File: config.mk
export PLATFORM = sky130hd
export DESIGN_NAME = pcsia_core
export DESIGN_NICKNAME = d
export VERILOG_FILES = /design/src/hdl/pcsia_pkg.sv /design/src/hdl/pcsia_core.sv
export SDC_FILE = /design/constraint.sdc
export NUM_CORES = 1
export LEC_CHECK = 0
export ABC_AREA = 1
export BUFFER_PORTS_ARGS = -buffer_cell sky130_fd_sc_hd__clkbuf_2
export CORE_MARGIN = 4
export CORE_UTILIZATION = 29
export CTS_CLUSTER_SIZE = 40
export DETAILED_ROUTE_END_ITERATION = 7
export PLACE_DENSITY = 0.56
export SLEW_MARGIN = 20
export SYNTH_ARGS = -nofsm -noshare
export SYNTH_HDL_FRONTEND = slang
export SYNTH_SLANG_ARGS = --single-unit
File: constraint.sdc
create_clock -name clk_i -period 3.9 [get_ports clk_i]
set_input_delay 0.195 -clock clk_i [delete_from_list [all_inputs] [get_ports clk_i]]
set_output_delay 0.195 -clock clk_i [all_outputs]
set_load 0.03 [all_outputs]
File: src/hdl/pcsia_pkg.sv
// Package of constants and types for the program counter, return stack and indirect path.
// Operation
// - Keep a 13-bit counter whose low byte is a readable, writable register.
// - Upper five counter bits are unreadable and load only through pc_high_latch.
// - Any reset clears the upper counter bits to zero.
// - Low-byte write loads byte into 7:0 and latch 4:0 into 12:8.
// - Branches take 11 instruction bits; latch bits 4:3 supply counter 12:11.
// - Eight-entry 13-bit return stack with a hidden stack pointer.
// - Push the counter on subroutine branch or interrupt vectoring.
// - Any of three exits pops and restores all 13 counter bits; the code has one exit only, PCSIA_OP_RET.
// - Pushes and pops leave pc_high_latch unchanged.
// - Stack is circular; the ninth push overwrites the first entry.
// - No status indication on stack overflow or underflow.
// - Accesses to indirect_data_port go to the register that indirect_pointer selects.
// - Indirect read selecting indirect_data_port itself returns zero.
// - Indirect write selecting indirect_data_port itself changes no register.
// - Indirect address is indirect_bank_bit above the 8-bit indirect_pointer.
package pcsia_pkg;
    localparam int          PCSIA_PC_W      = 13;
    localparam int          PCSIA_DEPTH     = 8;
    localparam int          PCSIA_SP_W      = 3;
    localparam int          PCSIA_BR_W      = 11;
    localparam int          PCSIA_DADDR_W   = 9;
    localparam logic [12:0] PCSIA_PC_RST    = 13'h0000;
    localparam logic [7:0]  PCSIA_LATCH_RST = 8'h00;
    localparam logic [7:0]  PCSIA_IND_PORT  = 8'h00;
    localparam logic [12:0] PCSIA_PC_ONE    = 13'h0001;

    typedef enum logic [2:0] {
        PCSIA_OP_SEQ  = 3'h0,
        PCSIA_OP_CALL = 3'h1,
        PCSIA_OP_JUMP = 3'h3,
        PCSIA_OP_RET  = 3'h2,
        PCSIA_OP_VEC  = 3'h6,
        PCSIA_OP_HOLD = 3'h7
    } pcsia_op_t;

    typedef struct packed {
        logic        ind;      // Operand addresses indirect_data_port.
        logic [8:0]  daddr;    // Direct data address.
        logic        wr;       // Data write strobe.
        logic [7:0]  wdata;    // Write data.
    } pcsia_dreq_t;
endpackage

File: src/hdl/pcsia_core.sv
// Program counter, circular return stack and indirect data address path.
`timescale 1ns/1ps
`default_nettype none
module pcsia_core
    import pcsia_pkg::*;
#(
    parameter int unsigned STACK_DEPTH = PCSIA_DEPTH  // Return stack entries, a power of two.
)
(
    input  wire logic        clk_i,        // Core clock, 200 MHz.
    input  wire logic        nrst_i,       // Asynchronous reset, active low.
    input  wire pcsia_op_t   op_i,         // Sequencer action this cycle.
    input  wire logic [10:0] br_target_i,  // Branch target from instruction word.
    input  wire logic [12:0] vector_i,     // Interrupt vector address.
    input  wire logic        pcl_wr_i,     // Low byte written (direct or ALU result).
    input  wire logic [7:0]  pcl_wdata_i,  // Byte written to low byte.
    input  wire logic        latch_wr_i,   // pc_high_latch write strobe.
    input  wire logic [7:0]  latch_wdata_i,// pc_high_latch write data.
    input  wire logic [7:0]  ptr_i,        // Current indirect_pointer value.
    input  wire logic        bank_i,       // indirect_bank_bit, status bit 7.
    input  wire pcsia_dreq_t dreq_i,       // Data access request.
    output logic [12:0]      pc_o,         // Program counter, fetch address.
    output logic [7:0]       pcl_rdata_o,  // Readable low byte.
    output logic [7:0]       latch_o,      // pc_high_latch contents.
    output logic [8:0]       daddr_o,      // Effective data address.
    output logic             dwr_o,        // Data write strobe to register file.
    output logic [7:0]       dwdata_o,     // Data write value.
    output logic             rd_zero_o     // Read data forced to zero.
);
    ////////////////////////////////////////////////////////////////////////
    // The pointer width follows the depth. The depth must be a power of two,
    // or the pointer would not wrap onto the oldest entry after a full round.
    localparam int unsigned SP_W = $clog2(STACK_DEPTH);

    typedef logic [SP_W-1:0] pcsia_sp_t;

    logic [12:0] pc_q;
    logic [12:0] pc_d;
    logic [12:0] pc_inc;
    logic [12:0] branch_pc;
    logic [12:0] low_pc;

    logic [7:0]  latch_q;
    logic [7:0]  latch_d;

    pcsia_sp_t   sp_q;
    pcsia_sp_t   sp_d;
    pcsia_sp_t   sp_prev;
    logic [12:0] stack_q [STACK_DEPTH];
    logic [12:0] stack_d [STACK_DEPTH];
    logic        push;
    logic        pop;
    logic [12:0] push_val;
    logic [12:0] top_val;

    logic        self_sel;
    logic [8:0]  daddr_q;
    logic [8:0]  daddr_d;
    logic        dwr_q;
    logic        dwr_d;
    logic [7:0]  dwdata_q;
    logic [7:0]  dwdata_d;
    logic        rdz_q;
    logic        rdz_d;

    ////////////////////////////////////////////////////////////////////////
    // The pointer wraps silently in both directions. Software cannot see an
    // overflow or underflow, so a lost return address goes unnoticed.
    function automatic pcsia_sp_t sp_step(
        input pcsia_sp_t sp,
        input logic      up
    );
        pcsia_sp_t nxt;
        if (up) begin
            nxt = SP_W'(sp + 1'b1);
        end else begin
            nxt = SP_W'(sp - 1'b1);
        end
        return nxt;
    endfunction

    // A branch keeps the page chosen in latch bits 4:3.
    function automatic logic [12:0] branch_addr(
        input logic [7:0]  latch,
        input logic [10:0] target
    );
        return {latch[4:3], target};
    endfunction

    // A low-byte load takes all five page bits from the latch.
    function automatic logic [12:0] low_load_addr(
        input logic [7:0] latch,
        input logic [7:0] low
    );
        return {latch[4:0], low};
    endfunction

    function automatic logic is_push(
        input pcsia_op_t op
    );
        return (op == PCSIA_OP_CALL) || (op == PCSIA_OP_VEC);
    endfunction

    function automatic logic is_pop(
        input pcsia_op_t op
    );
        return op == PCSIA_OP_RET;
    endfunction

    ////////////////////////////////////////////////////////////////////////
    always_comb begin
        push     = is_push(op_i);
        pop      = is_pop(op_i);
        sp_prev  = sp_step(sp_q, 1'b0);
        top_val  = stack_q[sp_prev];
        // An interrupt resumes the interrupted instruction, so its own address
        // is saved; a call saves the address that follows it.
        if (op_i == PCSIA_OP_VEC) begin
            push_val = pc_q;
        end else begin
            push_val = pc_inc;
        end
        sp_d = sp_q;
        for (int i = 0; i < STACK_DEPTH; i++) begin
            stack_d[i] = stack_q[i];
        end
        if (push) begin
            stack_d[sp_q] = push_val;
            sp_d          = sp_step(sp_q, 1'b1);
        end else if (pop) begin
            sp_d = sp_prev;
        end
    end

    always_ff @(posedge clk_i or negedge nrst_i) begin
        if (!nrst_i) begin
            sp_q <= '0;
            for (int i = 0; i < STACK_DEPTH; i++) begin
                stack_q[i] <= PCSIA_PC_RST;
            end
        end else begin
            sp_q <= sp_d;
            for (int i = 0; i < STACK_DEPTH; i++) begin
                stack_q[i] <= stack_d[i];
            end
        end
    end

    ////////////////////////////////////////////////////////////////////////
    always_comb begin
        latch_d = latch_q;
        if (latch_wr_i) begin
            latch_d = latch_wdata_i;
        end
    end

    always_ff @(posedge clk_i or negedge nrst_i) begin
        if (!nrst_i) begin
            latch_q <= PCSIA_LATCH_RST;
        end else begin
            latch_q <= latch_d;
        end
    end

    ////////////////////////////////////////////////////////////////////////
    always_comb begin
        pc_inc    = 13'(pc_q + PCSIA_PC_ONE);
        branch_pc = branch_addr(latch_q, br_target_i);
        low_pc    = low_load_addr(latch_q, pcl_wdata_i);
        pc_d      = pc_q;
        case (op_i)
            PCSIA_OP_SEQ: begin
                pc_d = pc_inc;
            end
            PCSIA_OP_CALL: begin
                pc_d = branch_pc;
            end
            PCSIA_OP_JUMP: begin
                pc_d = branch_pc;
            end
            PCSIA_OP_RET: begin
                pc_d = top_val;
            end
            PCSIA_OP_VEC: begin
                pc_d = vector_i;
            end
            PCSIA_OP_HOLD: begin
                pc_d = pc_q;
            end
            default: begin
                pc_d = pc_q;
            end
        endcase
        // A low-byte write wins over sequencing, so a computed branch through
        // an arithmetic result behaves exactly like a direct write.
        if (pcl_wr_i) begin
            pc_d = low_pc;
        end
    end

    always_ff @(posedge clk_i or negedge nrst_i) begin
        if (!nrst_i) begin
            pc_q <= PCSIA_PC_RST;
        end else begin
            pc_q <= pc_d;
        end
    end

    ////////////////////////////////////////////////////////////////////////
    always_comb begin
        self_sel = dreq_i.ind && (ptr_i == PCSIA_IND_PORT);
        if (dreq_i.ind) begin
            daddr_d = {bank_i, ptr_i};
        end else begin
            daddr_d = dreq_i.daddr;
        end
        rdz_d    = self_sel;
        dwr_d    = dreq_i.wr && !self_sel;
        dwdata_d = dreq_i.wdata;
    end

    always_ff @(posedge clk_i or negedge nrst_i) begin
        if (!nrst_i) begin
            daddr_q  <= 9'h000;
            dwr_q    <= 1'b0;
            dwdata_q <= 8'h00;
            rdz_q    <= 1'b0;
        end else begin
            daddr_q  <= daddr_d;
            dwr_q    <= dwr_d;
            dwdata_q <= dwdata_d;
            rdz_q    <= rdz_d;
        end
    end

    ////////////////////////////////////////////////////////////////////////
    // Only the low byte is exposed; the page bits stay hidden from reads.
    assign pc_o        = pc_q;
    assign pcl_rdata_o = pc_q[7:0];
    assign latch_o     = latch_q;
    assign daddr_o     = daddr_q;
    assign dwr_o       = dwr_q;
    assign dwdata_o    = dwdata_q;
    assign rd_zero_o   = rdz_q;
endmodule
`default_nettype wire

==> impl_metrics.py, run 1 <==
metrics = {
    "cts": {
        "cts.clk_slew.worst_paths_ps": 70,
        "htree_levels": 4,
        "post_cts_resized": 0,
        "post_cts_buffers": 0,
        "cts_buffer_depth": 2,
        "cts_root_buffer": "clkbuf_16",
        "clock_sinks": 147,
        "clock_latency_ps": 430,
        "cts_tree": "yes",
        "numCtsBuffers": 17,
    },
    "detailed_routing": {
        "vias_per_cell": 4.82,
        "routed_wl_mm": 23.4,
        "met1Wirelength_mm": 11.4,
        "met3_length_mm": 1.58,
        "drt_first_pass_iters": 5,
        "route.met2.wl_mm": 10.1,
        "top_layer": "met4",
        "drc_errors": 0,
        "drtIter0Drc": 642,
        "final_antenna_net_count": 0,
        "wire_per_inst_um": 16.0,
        "vias": 7045,
    },
    "critical_path": {
        "critPathArrivalTime_ps": 2690,
        "start_kind": "register",
        "cp_cell_sequence": "inv_1 -> ha_1 -> clkinv_1 -> nand3_1 -> nand2_1 -> nand2_1 -> nand3_1 -> o21bai_1 -> nand2_1",
        "end_kind": "register",
        "cp_common_cell": "nand2_1",
        "worstSetupPathType": "reg -> reg",
        "rrSetupSlack_ps": 1530,
        "crit_fanout": 27,
        "cp_slowest_stage_delay_ps": 670,
        "critPathSlowestCell": "clkinv_1",
        "cp.required_ps": 4220,
    },
    "logic_synthesis": {
        "ys_warn_count": 0,
        "synth.distinct_cells": 33,
        "yosysSeqAreaShare_pct": 48.1,
        "syn_area_um2": 7640,
        "avgSynthCellArea_um2": 7.74,
        "syn_inst": 987,
        "syn_nets": 1065,
        "ys_ff_latch": 147,
    },
    "sta": {
        "worstMarginPinSlew_ps": 1110,
        "relSlewSlack_pct": 25.8,
        "slew_violations": 0,
        "hold_slack_ps": 20.4,
        "skew_ps": 8.14,
        "min_period_over_period_pct": 60.8,
        "finalHoldViolations": 0,
        "rsz0062_at_grt": "false",
        "fin_tns_setup_ps": 0,
        "setup_violations": 0,
        "final.min_clock_period_ps": 2370,
        "fmax_ghz": 0.422,
    },
    "placed_design": {
        "port_buffers": 122,
        "gp_congestion": 0.899,
        "dp.final_hpwl_mm": 16.1,
        "dp.cells": 1397,
    },
    "global_routing": {
        "gr-total-overflow": 0,
        "grt_max_degree": 94,
        "first_global_vias": 6749,
        "grt_antenna_before_repair": 0,
        "track_usage_pct": 16.4,
        "grt_pass1_wl_mm": 37.9,
    },
    "final_layout": {
        "instances_no_fill": 1461,
        "nFillCells": 2747,
        "nets": 1191,
        "final_util_pct": 35.7,
        "multi_input_area_um2": 3220,
        "antenna_cells_inserted": 0,
        "area_growth_pct": 21.3,
        "drive_above_1_share_pct": 17.8,
        "seqCellArea_um2": 3680,
    },
    "floorplanning": {
        "coreArea_um2": 26000,
        "io_pins": 123,
        "rows": 59,
        "initial_utilization_pct": 29.4,
        "die_h_um": 170,
        "fp.dieArea_um2": 29000,
        "die_w_um": 170,
    },
    "power_and_ir_drop": {
        "p_total_w": 0.00655,
        "p_leak_nw": 4.66,
        "vdd_drop_max_v": 0.000452,
        "power.density_nw_per_um2": 707,
    },
    "hold_path": {
        "min_path_type": "in -> reg",
    },
    "status": {
        "outcome": "complete, no violations",
    },
    "flow_run": {
        "drv_cap": 0,
    },
}
-- path summary, 6_finish.rpt --
path / end / cells past startpoint / start
worst min register to register: stack_q[92]$_DFFE_PN0P_ / 2 / stack_q[92]$_DFFE_PN0P_
worst min-delay path: daddr_o[2]$_DFF_PN0_ / 3 / ptr_i[2]
worst max-delay path: pc_o[5]$_DFFE_PN0P_ / 9 / sp_q[1]$_DFFE_PN0P_
max in group asynchronous: sp_q[0]$_DFFE_PN0P_ / 3 / nrst_i
min in group asynchronous: stack_q[8]$_DFFE_PN0P_ / 2 / nrst_i
worst max register to register: pc_o[5]$_DFFE_PN0P_ / 9 / sp_q[1]$_DFFE_PN0P_
-- cells by family (layout without fill, tap and decap cells) --
group	Yosys count	after routing	synth area share (%)
AOI/OAI and AO/OA	152	152	11.3
and+or+nand+nor	515	515	28.8
muxes	6	6	0.884
DFF	147	147	48.1
xor gates and xnor gates	5	5	0.573
adders and majority gates	3	3	0.491
buffers and inverters	159	298	9.78
-- worst max-delay path, delay by kind of cell, from the launching register on --
| family | cells | cell delay [ps] |
|---|---|---|
| buf+inv | 2 | 760 |
| flops | 1 | 380 |
| simple gates | 5 | 670 |
| fa+ha+maj | 1 | 300 |
| compound gates | 1 | 140 |
-- final cells by class --
type | count | area share [%]
inverters | 106 | 4.32
flip-flops and latches | 147 | 39.7
repair buffers | 160 | 10.6
multi-input cells | 681 | 34.7
clock inverters | 15 | 1.59
clock buffers | 17 | 4.59
well taps | 335 | 4.52
-- cells in the mapped netlist --
cell type / n / share of area [%]
inv_2: 10 / 0.49
nor3_4: 8 / 1.7
inv_4: 1 / 0.082
nand3b_1: 1 / 0.098
a21oi_1: 17 / 1.1
o221ai_1: 1 / 0.11
dfrtp_1: 147 / 48
nor4_1: 1 / 0.082
xor2_1: 5 / 0.57
nor2_2: 1 / 0.082
o21ai_2: 10 / 1.1
nand2_2: 1 / 0.082
nor2_1: 46 / 2.3
o21ai_1: 30 / 2.0
ha_1: 3 / 0.49
o211ai_1: 18 / 1.8
nand4_1: 5 / 0.41
nand3_1: 110 / 7.2
clkinv_1: 1 / 0.049
buf_1: 2 / 0.098
buf_2: 16 / 1.0
buf_6: 10 / 1.5
nand3_2: 1 / 0.13
or2_2: 1 / 0.082
nand2_1: 340 / 17
inv_1: 94 / 4.6
clkbuf_1: 11 / 0.54
a22o_1: 2 / 0.23
o22ai_1: 5 / 0.41
buf_4: 14 / 1.4
o21bai_1: 1 / 0.098
mux2_2: 6 / 0.88
o21ai_0: 68 / 4.5
-- report_power, final --
group	total [W]	leakage (nW)	internal [W]	switching, W
combinational	0.00253	2.59	0.000810	0.00172
clock	0.00162	0.279	0.000897	0.000724
sequential	0.00240	1.79	0.00209	0.000307
-- sequential cells by signal (all words and copies together) (netlist names) --
name       cells
stack_q      104
pc_o          13
daddr_o        9
dwdata_o       8
latch_o        8
sp_q           3
dwr_o          1
rd_zero_o      1
-- cell usage in the layout, fill, tap and decap left out, types with 2 or more instances in the layout --
master           n
o21ai_0         68
a22o_1           2
clkinv_2         2
clkinvlp_4       2
inv_2           10
inv_8            2
o211ai_1        18
o21ai_1         30
clkbuf_16       17
a21oi_1         17
nor2_1          46
dlygate4sd3_1   32
ha_1             3
nand4_1          5
dfrtp_1        146
mux2_2           6
o21ai_2         10
inv_1           94
xor2_1           5
nand3_1        110
buf_4            6
clkbuf_2       121
clkinv_4         3
nand2_1        340
o22ai_1          5
inv_6            5
nor3_4           8
-- through the flow --
step	area, um^2	setup slack [ps]
2_1_floorplan	7640	1660
3_5_place_dp	8380	1500
5_1_grt	9270	1200
3_3_place_gp	8380	1580
4_1_cts	9270	1500
6_report	9270	1530
-- per-layer routing --
metal	track usage (%)	vias up
li1	-	3420
met1	24.3	3347
met2	24.2	252
met3	3.51	26
met4	4.72	0
met5	0	-
-- what timing repair did --
action / 4_1_cts / 5_1_grt
endpoints found under the setup margin: 0 / 0
hold endpoints to repair: 118 / 0
hold buffers: 32 / 0
Note: power is estimated with default switching activity, not from simulation.
==> inputs of run 2 (changes only) <==
==> constraint.sdc (replaced) <==
create_clock -name clk_i -period 2.2 [get_ports clk_i]
set_input_delay 0.11 -clock clk_i [delete_from_list [all_inputs] [get_ports clk_i]]
set_output_delay 0.11 -clock clk_i [all_outputs]
set_load 0.03 [all_outputs]
==> impl_metrics.py, run 2 (same netlist as run 1, synthesis figures left out) <==
metrics = {
    "critical_path": {
        "worstSetupPathType": "reg -> reg",
        "reg2reg_from": "pc_o[1]$_DFFE_PN0P_",
        "cp.required_ps": 2470,
        "reg2reg_depth": 6,
        "start_kind": "register",
        "crit_fanout": 8,
        "r2r_end": "stack_q[43]$_DFFE_PN0P_",
        "end_kind": "register",
        "critPathArrivalTime_ps": 2210,
        "rrSetupSlack_ps": 260,
    },
    "hold_path": {
        "hold_path_end": "pc_o[2]$_DFFE_PN0P_",
        "min-delay-start": "pcl_wdata_i[2]",
        "min_path_type": "in -> reg",
        "hold_path_depth": 5,
    },
    "cts": {
        "numCtsBuffers": 17,
        "cts_root_buffer": "clkbuf_16",
        "cts_buffer_depth": 2,
        "htree_levels": 4,
        "cts_tree": "yes",
        "clock_latency_ps": 430,
        "clock_sinks": 147,
        "cts.clk_slew.worst_paths_ps": 60,
    },
    "sta": {
        "finalHoldViolations": 0,
        "final.min_clock_period_ps": 1940,
        "fmax_ghz": 0.515,
        "slew_violations": 0,
        "relSlewSlack_pct": 50.9,
        "min_period_over_period_pct": 88.3,
        "skew_ps": 9.78,
        "layout_setup_ws_ps": 258,
        "fin_tns_setup_ps": 0,
        "setup_violations": 0,
        "worstMarginPinSlew_ps": 732,
        "rsz0062_at_grt": "false",
    },
    "floorplanning": {
        "io_pins": 123,
        "initial_utilization_pct": 29.4,
        "fp.dieArea_um2": 29000,
        "coreArea_um2": 26000,
        "rows": 59,
        "die_w_um": 170,
        "die_h_um": 170,
    },
    "global_routing": {
        "grt_antenna_before_repair": 0,
        "grt_pass1_wl_mm": 38.5,
        "track_usage_pct": 16.7,
        "gr-total-overflow": 0,
        "grt_max_degree": 78,
        "first_global_vias": 6993,
    },
    "detailed_routing": {
        "final_antenna_net_count": 0,
        "vias": 7099,
        "drtIter0Drc": 550,
        "met1Wirelength_mm": 10.9,
        "drt_first_pass_iters": 5,
        "route.met2.wl_mm": 10.6,
        "top_layer": "met4",
        "drc_errors": 0,
        "vias_per_cell": 4.75,
        "met3_length_mm": 1.75,
        "routed_wl_mm": 23.6,
        "wire_per_inst_um": 15.8,
    },
    "status": {
        "outcome": "complete, no violations",
    },
    "power_and_ir_drop": {
        "vdd_drop_max_v": 0.00123,
        "power.density_nw_per_um2": 1230,
        "p_leak_nw": 4.85,
    },
    "final_layout": {
        "drive_above_1_share_pct": 19.3,
        "antenna_cells_inserted": 0,
        "largest_register_ffs": 104,
        "final_cell_mix": "nand2_1, dfrtp_1, clkbuf_2, nand3_1, inv_1",
        "nFillCells": 2722,
        "area_growth_pct": 25.8,
        "regMostFlops": "stack_q",
        "nets": 1225,
        "final_common_cell": "nand2_1",
    },
    "flow_run": {
        "drv_cap": 0,
    },
    "placed_design": {
        "gp_congestion": 0.849,
        "port_buffers": 122,
        "dp.final_hpwl_mm": 16.4,
        "pre_cts_ws_ps": 349,
    },
}
-- run 2: changes by cell type in the layout (fill, tap and decap cells not counted), moves of 2 or more --
cell / before / now
buf_4: 6 / 28
clkbuf_8: 0 / 3
dlygate4sd3_1: 32 / 42
buf_12: 0 / 2
-- run 2: per-layer routing --
metal / GRT usage, % / vias up
met2: 26.0 / 257
li1: - / 3476
met1: 23.6 / 3339
met5: 0 / -
met4: 5.10 / 0
met3: 3.39 / 27
-- run 2: how the worst max path moves through the flow --
stage / endpoint / from / slack [ps] / cells past startpoint
final: stack_q[43]$_DFFE_PN0P_ / pc_o[1]$_DFFE_PN0P_ / 260 / 6
after global placement: stack_q[43]$_DFFE_PN0P_ / pc_o[1]$_DFFE_PN0P_ / 370 / 6
after global routing: stack_q[23]$_DFFE_PN0P_ / pc_o[1]$_DFFE_PN0P_ / 40 / 8
after CTS: stack_q[43]$_DFFE_PN0P_ / pc_o[1]$_DFFE_PN0P_ / 280 / 6
after floorplan: pc_o[3]$_DFFE_PN0P_ / sp_q[0]$_DFFE_PN0P_ / 8 / 13
after detailed placement: stack_q[23]$_DFFE_PN0P_ / pc_o[1]$_DFFE_PN0P_ / 350 / 8
-- run 2: critical path: stages, from the launching register on --
cell and delay [ps]:
dfrtp_1 440, ha_1 230, nand3_1 160, xor2_1 250, nand2_1 70, o21ai_1 400
o21ai_0 230
-- run 2: final cells by class --
type	count	area [um^2]	share of cell area (%)
Clock buffer	20	467	4.85
Clock inverter	12	144	1.50
Inverter	106	400	4.17
Multi-Input combinational cell	681	3220	33.5
Sequential cell	147	3680	38.3
Tap cell	335	419	4.36
Timing Repair Buffer	194	1290	13.4
-- run 2: report_power, final --
part / total, W / switching (W) / internal (W)
combinational: 0.00464 / 0.00305 / 0.00159
sequential: 0.00421 / 0.000501 / 0.00371
clock: 0.00301 / 0.00123 / 0.00178
-- run 2: through the flow --
step,cell area (um^2),util [%],hold slack (ps),std cells,power [W]
CTS,9610,37.0,5.74,1495,0.0119
global route,9610,37.0,34.7,1495,0.0128
finish,9610,37.0,25.6,1495,0.0119
global placement,8580,33.0,155,1421,0.00876
detailed placement,8580,33.0,149,1421,0.00881
floorplan,7640,-,-186,987,0.00752
-- run 2: repair_timing --
item                      4_1_cts  5_1_grt
resized for setup               0        0
hold endpoints to repair       88        0
buffers inserted                0        0
hold buffers                   42        0
